### config.mk
export PLATFORM = sky130hd
export DESIGN_NAME = smr_mode_reg_bank
export DESIGN_NICKNAME = d
export VERILOG_FILES = /design/src/core/smr_pkg.sv /design/src/core/smr_mode_reg_bank.sv /design/src/core/smr_setpoint_store.sv
export SDC_FILE = /design/constraint.sdc
export NUM_CORES = 1
export LEC_CHECK = 0
export BUFFER_PORTS_ARGS = -buffer_cell sky130_fd_sc_hd__buf_2
export CORE_ASPECT_RATIO = 1.2
export CORE_MARGIN = 2
export CORE_UTILIZATION = 52
export CTS_CLUSTER_SIZE = 14
export DETAILED_ROUTE_END_ITERATION = 10
export PLACE_DENSITY_LB_ADDON = 0.25
export SLEW_MARGIN = 0
export SYNTH_ARGS = -nofsm -noshare
export SYNTH_HDL_FRONTEND = slang
export SYNTH_HIERARCHICAL = 1
export SYNTH_SLANG_ARGS = --single-unit
### constraint.sdc
create_clock -name ref_clk -period 1.53 [get_ports ref_clk]
set_input_delay 0.153 -clock ref_clk [delete_from_list [all_inputs] [get_ports ref_clk]]
set_output_delay 0.153 -clock ref_clk [all_outputs]
set_load 0.005 [all_outputs]
### src/core/smr_pkg.sv
// Shared types and constants for the mode register bank of a mobile SDRAM.
// Assumes one clock domain; the command decoder outside hands over whole
// mode register write and read commands, one per cycle at most.
package smr_pkg;

	// Mode register addresses
	localparam logic [5:0] SMR_LATENCY_MODE_REG_ADDR  = 6'h02;
	localparam logic [5:0] SMR_IO_CONFIG_MODE_REG_ADDR = 6'h03;
	localparam logic [5:0] SMR_REFRESH_THERMAL_REG_ADDR = 6'h04;

	// Field positions in the latency register
	localparam int SMR_WRLEV_BIT = 7;

	// Field positions in the I/O configuration register
	localparam int SMR_PUCAL_BIT  = 0;
	localparam int SMR_PST_BIT    = 1;
	localparam int SMR_PROT_BIT   = 2;
	localparam int SMR_PULLDOWN_DRIVE_LSB   = 3;
	localparam int SMR_RDINV_BIT  = 6;
	localparam int SMR_WRINV_BIT  = 7;

	// Field positions in the refresh/thermal register
	localparam int SMR_RATE_LSB   = 0;
	localparam int SMR_ABORT_BIT  = 3;
	localparam int SMR_ENTRY_BIT  = 4;
	localparam int SMR_OFFSET_LSB = 5;
	localparam int SMR_TUF_BIT    = 7;

	// Values after reset
	localparam logic       SMR_PUCAL_RESET = 1'b1;
	localparam logic [2:0] SMR_PULLDOWN_DRIVE_RESET  = 3'h6;
	localparam logic [2:0] SMR_RATE_RESET  = 3'h3;
	localparam logic [1:0] SMR_OFFSET_RESET = 2'h0;

	// Refresh rate codes
	typedef enum logic [2:0] {
		SMR_RATE_LOW_LIMIT = 3'b000,
		SMR_RATE_4X        = 3'b001,
		SMR_RATE_2X        = 3'b010,
		SMR_RATE_1X        = 3'b011,
		SMR_RATE_HALF      = 3'b100,
		SMR_RATE_QUARTER   = 3'b101,
		SMR_RATE_QTR_DERATE = 3'b110,
		SMR_RATE_HIGH_LIMIT = 3'b111
	} smr_rate_e;

	// Thermal offset codes
	typedef enum logic [1:0] {
		SMR_OFFSET_NONE = 2'b00,
		SMR_OFFSET_5C   = 2'b01,
		SMR_OFFSET_10C  = 2'b10,
		SMR_OFFSET_RSVD = 2'b11
	} smr_offset_e;

	// Bank state: normal or held by write leveling
	typedef enum logic [0:0] {
		SMR_NORMAL   = 1'b0,
		SMR_LEVELING = 1'b1
	} smr_state_e;

	// One command from the command bus
	typedef struct packed {
		logic       valid;
		logic       write;
		logic [5:0] addr;
		logic [7:0] data;
	} smr_cmd_s;

	// Fields held once per set point
	typedef struct packed {
		logic       writeInversionEnable;
		logic       readInversionEnable;
		logic [2:0] pulldownDrive;
		logic       writePostambleLength;
	} smr_sp_field_s;

	localparam smr_sp_field_s SMR_SP_RESET = '{1'b0, 1'b0, SMR_PULLDOWN_DRIVE_RESET, 1'b0};

	// State of the set-point store
	typedef struct packed {
		smr_sp_field_s [1:0] copy;
	} smr_sp_state_s;

	// Settings the device operates from
	typedef struct packed {
		smr_sp_field_s active;
		logic          pullupCalPoint;
		logic          repairProtection;
		logic          repairEntry;
		logic          selfRefreshAbort;
		smr_offset_e   thermalOffset;
		logic          writeLeveling;
	} smr_opcfg_s;

	// State of the main bank
	typedef struct packed {
		smr_state_e  state;
		logic        pullupCalPoint;
		logic        repairProtection;
		logic        repairEntry;
		logic        selfRefreshAbort;
		smr_offset_e thermalOffset;
		logic [2:0]  rateSeen;
		logic        tempUpdateFlag;
		logic [7:0]  readData;
		logic        readValid;
		logic        refused;
	} smr_state_s;

endpackage

### src/core/smr_mode_reg_bank.sv
// Mode register bank: write leveling hold, I/O configuration with two set
// points, refresh-rate and thermal status.
// The reserved thermal offset code and the reserved abort value are stored
// as written; keeping them out is left to the host.
// Assumes commands arrive already decoded and synchronous to ref_clk, and
// that the thermal sensor delivers its rate code synchronously as well.
`timescale 1ns/1ps

module smr_mode_reg_bank (
	// Clock and reset
	input  wire logic              ref_clk,
	input  wire logic              rst_n,
	input  wire logic              clkEn,
	// Mode register commands
	input  wire smr_pkg::smr_cmd_s cmd,
	output logic [7:0]             readData,
	output logic                   readValid,
	output logic                   cmdRefused,
	// Set-point selects from the set-point control register
	input  wire logic              writeSetpointSelect,
	input  wire logic              operatingSetpointSelect,
	// Thermal sensor rate code
	input  wire logic [2:0]        sensorRate,
	// Settings the device operates from
	output smr_pkg::smr_opcfg_s    opCfg
);

	smr_pkg::smr_state_s    st;
	smr_pkg::smr_state_s    next_st;
	smr_pkg::smr_sp_field_s spWrData;
	smr_pkg::smr_sp_field_s spRdBack;
	smr_pkg::smr_sp_field_s spActive;
	logic                   accept;
	logic                   ioWrite;

	// Address decode, strobes and readback bytes
	logic                   ioRead;
	logic                   thermRead;
	logic                   hitLatency;
	logic                   hitIoConfig;
	logic                   hitThermal;
	logic                   rateChanged;
	logic [7:0]             ioReadByte;
	logic [7:0]             thermReadByte;

	// Command qualification: leveling admits only writes to the latency register
	always_comb begin
		accept = cmd.valid;
		if (st.state == smr_pkg::SMR_LEVELING) begin
			accept = cmd.valid && cmd.write && hitLatency;
		end
	end

	// Address decode; an unmapped address hits nothing, so its writes fall away
	// and its reads still answer, with zero, to keep the read pipeline regular
	always_comb begin
		hitLatency  = 1'b0;
		hitIoConfig = 1'b0;
		hitThermal  = 1'b0;
		if (cmd.addr == smr_pkg::SMR_LATENCY_MODE_REG_ADDR) begin
			hitLatency = 1'b1;
		end else if (cmd.addr == smr_pkg::SMR_IO_CONFIG_MODE_REG_ADDR) begin
			hitIoConfig = 1'b1;
		end else if (cmd.addr == smr_pkg::SMR_REFRESH_THERMAL_REG_ADDR) begin
			hitThermal = 1'b1;
		end
	end

	// Per-register strobes, all behind the leveling hold; unmapped addresses
	// get no strobe of their own and fall through to the zero answer
	always_comb begin
		ioWrite   = accept && cmd.write && hitIoConfig;
		ioRead    = accept && !cmd.write && hitIoConfig;
		thermRead = accept && !cmd.write && hitThermal;
	end

	// The sensor code is taken as a level; any step away from the last sample
	// counts as a change, even a step back to an earlier code
	assign rateChanged = (sensorRate != st.rateSeen);

	// Duplicated fields taken from the write byte
	// Taken unconditionally; only the store's write strobe decides if they land
	always_comb begin
		spWrData.writeInversionEnable = cmd.data[smr_pkg::SMR_WRINV_BIT];
		spWrData.readInversionEnable  = cmd.data[smr_pkg::SMR_RDINV_BIT];
		spWrData.pulldownDrive        = cmd.data[smr_pkg::SMR_PULLDOWN_DRIVE_LSB +: 3];
		spWrData.writePostambleLength = cmd.data[smr_pkg::SMR_PST_BIT];
	end

	// Set-point store: the access copy follows the write select and the operating
	// copy the operating select, so a retune can be staged ahead of a switch
	smr_setpoint_store smr_setpoint_store_inst (
		.ref_clk                 (ref_clk),
		.rst_n                   (rst_n),
		.clkEn                   (clkEn),
		.wrEn                    (ioWrite),
		.writeSetpointSelect     (writeSetpointSelect),
		.wrData                  (spWrData),
		.rdBack                  (spRdBack),
		.operatingSetpointSelect (operatingSetpointSelect),
		.active                  (spActive)
	);

	// Next state of the bank
	always_comb begin
		// Start from the held state: every field not named below keeps its value
		next_st = st;
		// Pulses last one cycle; a refused command leaves no other trace, so the
		// host learns of it only from the refused pulse
		next_st.readValid = 1'b0;
		next_st.refused   = cmd.valid && !accept;
		// The rate is sampled every live cycle, whether or not anyone reads it
		next_st.rateSeen  = sensorRate;

		// A read clears the flag first so that a change in the same cycle wins
		if (thermRead) begin
			next_st.tempUpdateFlag = 1'b0;
		end
		if (rateChanged) begin
			next_st.tempUpdateFlag = 1'b1;
		end

		if (accept && cmd.write) begin
			if (cmd.addr == smr_pkg::SMR_LATENCY_MODE_REG_ADDR) begin
				// Other latency fields live elsewhere; only the leveling bit matters
				if (cmd.data[smr_pkg::SMR_WRLEV_BIT]) begin
					next_st.state = smr_pkg::SMR_LEVELING;
				end else begin
					next_st.state = smr_pkg::SMR_NORMAL;
				end
			end else if (cmd.addr == smr_pkg::SMR_IO_CONFIG_MODE_REG_ADDR) begin
				// Pull-up point is a single copy for both set points; the host keeps
				// it matched across channels before a calibration start
				next_st.pullupCalPoint = cmd.data[smr_pkg::SMR_PUCAL_BIT];
				// Sticky: a write may set protection but never clear it
				if (cmd.data[smr_pkg::SMR_PROT_BIT]) begin
					next_st.repairProtection = 1'b1;
				end
			end else if (cmd.addr == smr_pkg::SMR_REFRESH_THERMAL_REG_ADDR) begin
				// Rate and flag bits of the write byte are dropped
				// The abort bit is kept as written; its reserved value is not trapped
				next_st.selfRefreshAbort = cmd.data[smr_pkg::SMR_ABORT_BIT];
				next_st.thermalOffset    = smr_pkg::smr_offset_e'(
					cmd.data[smr_pkg::SMR_OFFSET_LSB +: 2]);
				if (!cmd.data[smr_pkg::SMR_ENTRY_BIT]) begin
					next_st.repairEntry = 1'b0;
				end else if (!st.repairProtection) begin
					next_st.repairEntry = 1'b1;
				end
			end
		end

		// Read answer one cycle after the command; unmapped addresses answer zero
		if (accept && !cmd.write) begin
			next_st.readValid = 1'b1;
			if (ioRead) begin
				next_st.readData = ioReadByte;
			end else if (thermRead) begin
				next_st.readData = thermReadByte;
			end else begin
				next_st.readData = 8'h00;
			end
		end
	end

	// I/O configuration readback from the write-selected copy; pull-up point
	// and protection are single copies, so both set points show one value there
	always_comb begin
		ioReadByte                             = 8'h00;
		ioReadByte[smr_pkg::SMR_WRINV_BIT]     = spRdBack.writeInversionEnable;
		ioReadByte[smr_pkg::SMR_RDINV_BIT]     = spRdBack.readInversionEnable;
		ioReadByte[smr_pkg::SMR_PULLDOWN_DRIVE_LSB +: 3] = spRdBack.pulldownDrive;
		ioReadByte[smr_pkg::SMR_PROT_BIT]      = st.repairProtection;
		ioReadByte[smr_pkg::SMR_PST_BIT]       = spRdBack.writePostambleLength;
		ioReadByte[smr_pkg::SMR_PUCAL_BIT]     = st.pullupCalPoint;
	end

	// Thermal readback; offset, entry and abort are write-only and read as
	// zero, so a host cannot mistake its own last write for live status
	always_comb begin
		thermReadByte                             = 8'h00;
		thermReadByte[smr_pkg::SMR_RATE_LSB +: 3] = st.rateSeen;
		thermReadByte[smr_pkg::SMR_TUF_BIT]       = st.tempUpdateFlag;
	end

	// Synchronous reset doubles as power-on reset, the only way out of protection
	// Clock enable does not gate reset, and both copies in the store clear with it
	always_ff @(posedge ref_clk) begin
		if (!rst_n) begin
			st.state            <= smr_pkg::SMR_NORMAL;
			st.pullupCalPoint   <= smr_pkg::SMR_PUCAL_RESET;
			st.repairProtection <= 1'b0;
			st.repairEntry      <= 1'b0;
			st.selfRefreshAbort <= 1'b0;
			st.thermalOffset    <= smr_pkg::SMR_OFFSET_NONE;
			st.rateSeen         <= smr_pkg::SMR_RATE_RESET;
			st.tempUpdateFlag   <= 1'b0;
			st.readData         <= 8'h00;
			st.readValid        <= 1'b0;
			st.refused          <= 1'b0;
		end else if (clkEn) begin
			st <= next_st;
		end
	end

	// Outputs; the long postamble is only meant for fast clocks, not checked here
	// The read byte holds its last answer until the next taken read
	assign readData   = st.readData;
	assign readValid  = st.readValid;
	assign cmdRefused = st.refused;

	// Settings; the active copy is a mux on the operating select, so a set-point
	// switch takes effect at once, with no extra register stage
	always_comb begin
		opCfg.active           = spActive;
		opCfg.pullupCalPoint   = st.pullupCalPoint;
		opCfg.repairProtection = st.repairProtection;
		opCfg.repairEntry      = st.repairEntry;
		opCfg.selfRefreshAbort = st.selfRefreshAbort;
		opCfg.thermalOffset    = st.thermalOffset;
		opCfg.writeLeveling    = (st.state == smr_pkg::SMR_LEVELING);
	end

endmodule

### src/core/smr_setpoint_store.sv
// Two physical copies of the set-point duplicated fields.
// Assumes the write strobe is already decoded for the I/O configuration address.
`timescale 1ns/1ps

module smr_setpoint_store (
	// Clock and reset
	input  wire logic                   ref_clk,
	input  wire logic                   rst_n,
	input  wire logic                   clkEn,
	// Access side, steered by the write set-point select
	input  wire logic                   wrEn,
	input  wire logic                   writeSetpointSelect,
	input  wire smr_pkg::smr_sp_field_s wrData,
	output smr_pkg::smr_sp_field_s      rdBack,
	// Operating side, steered by the operating set-point select
	input  wire logic                   operatingSetpointSelect,
	output smr_pkg::smr_sp_field_s      active
);

	smr_pkg::smr_sp_state_s st;
	smr_pkg::smr_sp_state_s next_st;

	// Only the copy named by the write select takes the write
	always_comb begin
		next_st = st;
		for (int i = 0; i < 2; i++) begin
			if (wrEn && (writeSetpointSelect == i[0])) begin
				next_st.copy[i] = wrData;
			end
		end
	end

	always_ff @(posedge ref_clk) begin
		if (!rst_n) begin
			st <= '{copy: '{smr_pkg::SMR_SP_RESET, smr_pkg::SMR_SP_RESET}};
		end else if (clkEn) begin
			st <= next_st;
		end
	end

	// Reads see the access copy; the device acts on the operating copy only,
	// so writing the other copy cannot disturb a running interface
	assign rdBack = st.copy[writeSetpointSelect];
	assign active = st.copy[operatingSetpointSelect];

endmodule

==> run metrics <==
run status finished, final reports clean; fin area 2020 um^2; count of synthesis-stage warnings from yosys 6; fraction of the yosys area taken by sequential cells 37.3%; count of distinct cell types in the synthesized netlist between 40 and 50; via density per instance about 5.6; Crit. End Element flip-flop; cells along the critical path and4bb_2 > nand4_1 > o22ai_1; total of max-cap violations 0; primary flip-flop cell chosen by synthesis mapping sky130_fd_sc_hd__dfxtp_1; Setup Slack @ Placement 0.0216 ns; Die Footprint between 3000 and 4000 um^2; number of global-route vias before repair 1342; setup repair after global routing missed its margin false; top area cells in the synthesized netlist sky130_fd_sc_hd__dfxtp_1 (37%), sky130_fd_sc_hd__mux2i_1 (11%), sky130_fd_sc_hd__buf_4 (7.6%); arrival time at the worst endpoint 1.55 ns; H-Tree Level Count 2; root buf cell sky130_fd_sc_hd__clkbuf_8; Port-buffer cells 46; iteration count of the initial detailed-routing pass 4; internal reg-to-reg setup slack 0.19 ns; mean post-synth cell area 9.52 um^2; average routed wire per standard cell around 15 um; total congestion overflow 0; pin count of the biggest net entering global routing 33; via count 1431; antenna diode instance count 0; GRT Util Overall 20.8%; number of cell rows 23; clock network latency to the later pin of the worst-skew pair 0.28 ns; slowest stage cell on the critical path sky130_fd_sc_hd__and4bb_2; VDD IR max ~0.84 mV; critical path class flip-flop to flip-flop; Worst Slack Setup Final 0.186 ns; Pins Over Slew Limit 0; instance area after placement 1900 um^2; startpoint type of the worst setup path flip-flop; area leader, netlist sky130_fd_sc_hd__dfxtp_1; library cell with the highest instance count after synthesis sky130_fd_sc_hd__dfxtp_1; clock sink count 33; area of the mapped netlist 1770 um^2; post-cts hold buffer count 0; final-layout setup total negative slack 0 ns; Leakage Power 0.898 nW; number of nets still failing antenna checks after routing 0; end-of-flow core utilization 61.0%; number of setup violations in the final report 0; vertical extent of the die 67.9 um; setup clock skew after layout 0.00481 ns; time the final worst path needs with I/O delays and setup 1.34 ns; class of the worst hold path input port to flip-flop; fraction of layout cells with a size suffix above 1 between 30 and 40%; Die X-Extent between 50 and 60 um; total half-perimeter wirelength after legalization and detailed placement 2920 um; delay contributed by the slowest stage of the critical path 0.49 ns; Routed WL 3710 um; maximum fanout along the worst path 14; share of flip-flops with an asynchronous set or reset after synthesis 0%; clock edge transition at the registers on the reported setup and hold paths roughly 0.07 ns; Net Count, Synth 210; IO Pins 47; Final nets 241; most used standard cells in the synthesized netlist sky130_fd_sc_hd__dfxtp_1 (33), sky130_fd_sc_hd__nand2_1 (31), sky130_fd_sc_hd__mux2i_1 (19), sky130_fd_sc_hd__buf_4 (18), sky130_fd_sc_hd__mux2_2 (12); count of flip-flops with a built-in enable after synthesis 0; flop and latch count out of synthesis 33; initial antenna violation count 0; starting utilization of the core area 53.5%; First DRT Iteration DRCs 55; power per cell area 940 nW/um^2; TritonCTS clock tree yes; final hold violation count 0; Post-Place Cells 247; slew at the pin closest to its max-slew limit 0.370 ns; post-synthesis cell count 186; area share of the leading cell type in the synthesized netlist between 30 and 40%; count of non-filler cells in the finished layout roughly 260; Max transition margin 75.3%; maximum clock frequency 744 MHz; first-pass GRT wire length ~6100 um; total DRC errors in the routed layout 0; Area Overhead vs Synth 14.1%; Max Root-Sink Buffers 2; data required time of the critical path 1.73 ns; final RePlAce weighted congestion approximately 0.79; share of the clock period used by the worst path 87.9%; TritonCTS buffer count 5; core area between 3000 and 4000 um^2
## cell families after synthesis
kind of cell           count (synthesis)  synth area share (%)
multiplexers                          31                  18.4
flip-flops                            33                  37.3
AO/OA/AOI/OAI                         22                  8.41
buffers and inverters                 30                  11.7
AND/OR/NAND/NOR                       67                  22.8
XOR/XNOR                               3                  1.48
## report_power, final
part	total, W	internal (W)	switching [W]
logic	0.000173	0.0000782	0.0000944
clock network	0.000844	0.000531	0.000313
registers	0.000882	0.000873	0.00000979
total	0.00190	0.00148	0.000417
## final cells by class
type                       instances  area (um^2)
tap                               37         46.3
inverter                           3         11.3
multi-input combinational        123          905
clock buffer                       7         86.3
clock inverter                     1         30.0
fill                             291         1290
sequential                        33          661
timing repair buffer              51          280
## critical path, delay by kind of cell, from the launching register on
family | cells | cell delay (ns)
flip-flops | 1 | 0.36
AND/OR/NAND/NOR | 2 | 0.72
AO/OA/AOI/OAI | 1 | 0.18
## stage by stage
stage	hold slack, ns	power (W)
after detailed placement	0.418	0.00107
after global placement	0.395	0.00107
final	0.120	0.00190
after CTS	0.124	0.00191
after global routing	0.142	0.00197
after floorplan	0.281	0.00101
## layout by cell type, fill, tap and decap left out, types with 2 or more instances in the layout
| cell | count |
|---|---|
| sky130_fd_sc_hd__a31oi_1 | 5 |
| sky130_fd_sc_hd__clkbuf_8 | 6 |
| sky130_fd_sc_hd__nor2b_1 | 6 |
| sky130_fd_sc_hd__dfxtp_1 | 33 |
| sky130_fd_sc_hd__inv_1 | 3 |
| sky130_fd_sc_hd__buf_4 | 4 |
| sky130_fd_sc_hd__o21ai_0 | 3 |
| sky130_fd_sc_hd__mux2i_1 | 19 |
| sky130_fd_sc_hd__nand4_1 | 9 |
| sky130_fd_sc_hd__o22ai_1 | 4 |
| sky130_fd_sc_hd__buf_2 | 46 |
| sky130_fd_sc_hd__mux2_2 | 12 |
| sky130_fd_sc_hd__nand2_1 | 31 |
| sky130_fd_sc_hd__xnor2_1 | 3 |
| sky130_fd_sc_hd__and4b_1 | 2 |
| sky130_fd_sc_hd__a21oi_1 | 2 |
| sky130_fd_sc_hd__nor2_1 | 5 |
## state kept, by name, summed over array words and instances (netlist names)
signal,cells
cmdRefused,1
opCfg,7
readData,8
readValid,1
smr_setpoint_store_inst/st,12
st,4
## per-layer routing
metal	up-vias	GRT usage, %	part of all wire, %
met5	-	0	0
met4	0	8.14	2.0
met3	7	5.48	5.3
met2	41	38.1	53
met1	679	22.9	40
li1	704	-	-
## what timing repair did
item,CTS,global route
hold endpoints to repair,0,0
gates resized for setup,0,1
buffers inserted,0,0
endpoints found under the setup margin,0,3
## worst paths after layout
check           startpoint     endpoint  depth (start not counted)
max reg2reg       opCfg[0]  readData[5]                          3
max               opCfg[0]  readData[5]                          3
min          sensorRate[0]       st[11]                          3
min reg2reg     cmdRefused   cmdRefused                          2
Power figures use the tool's default switching activity.
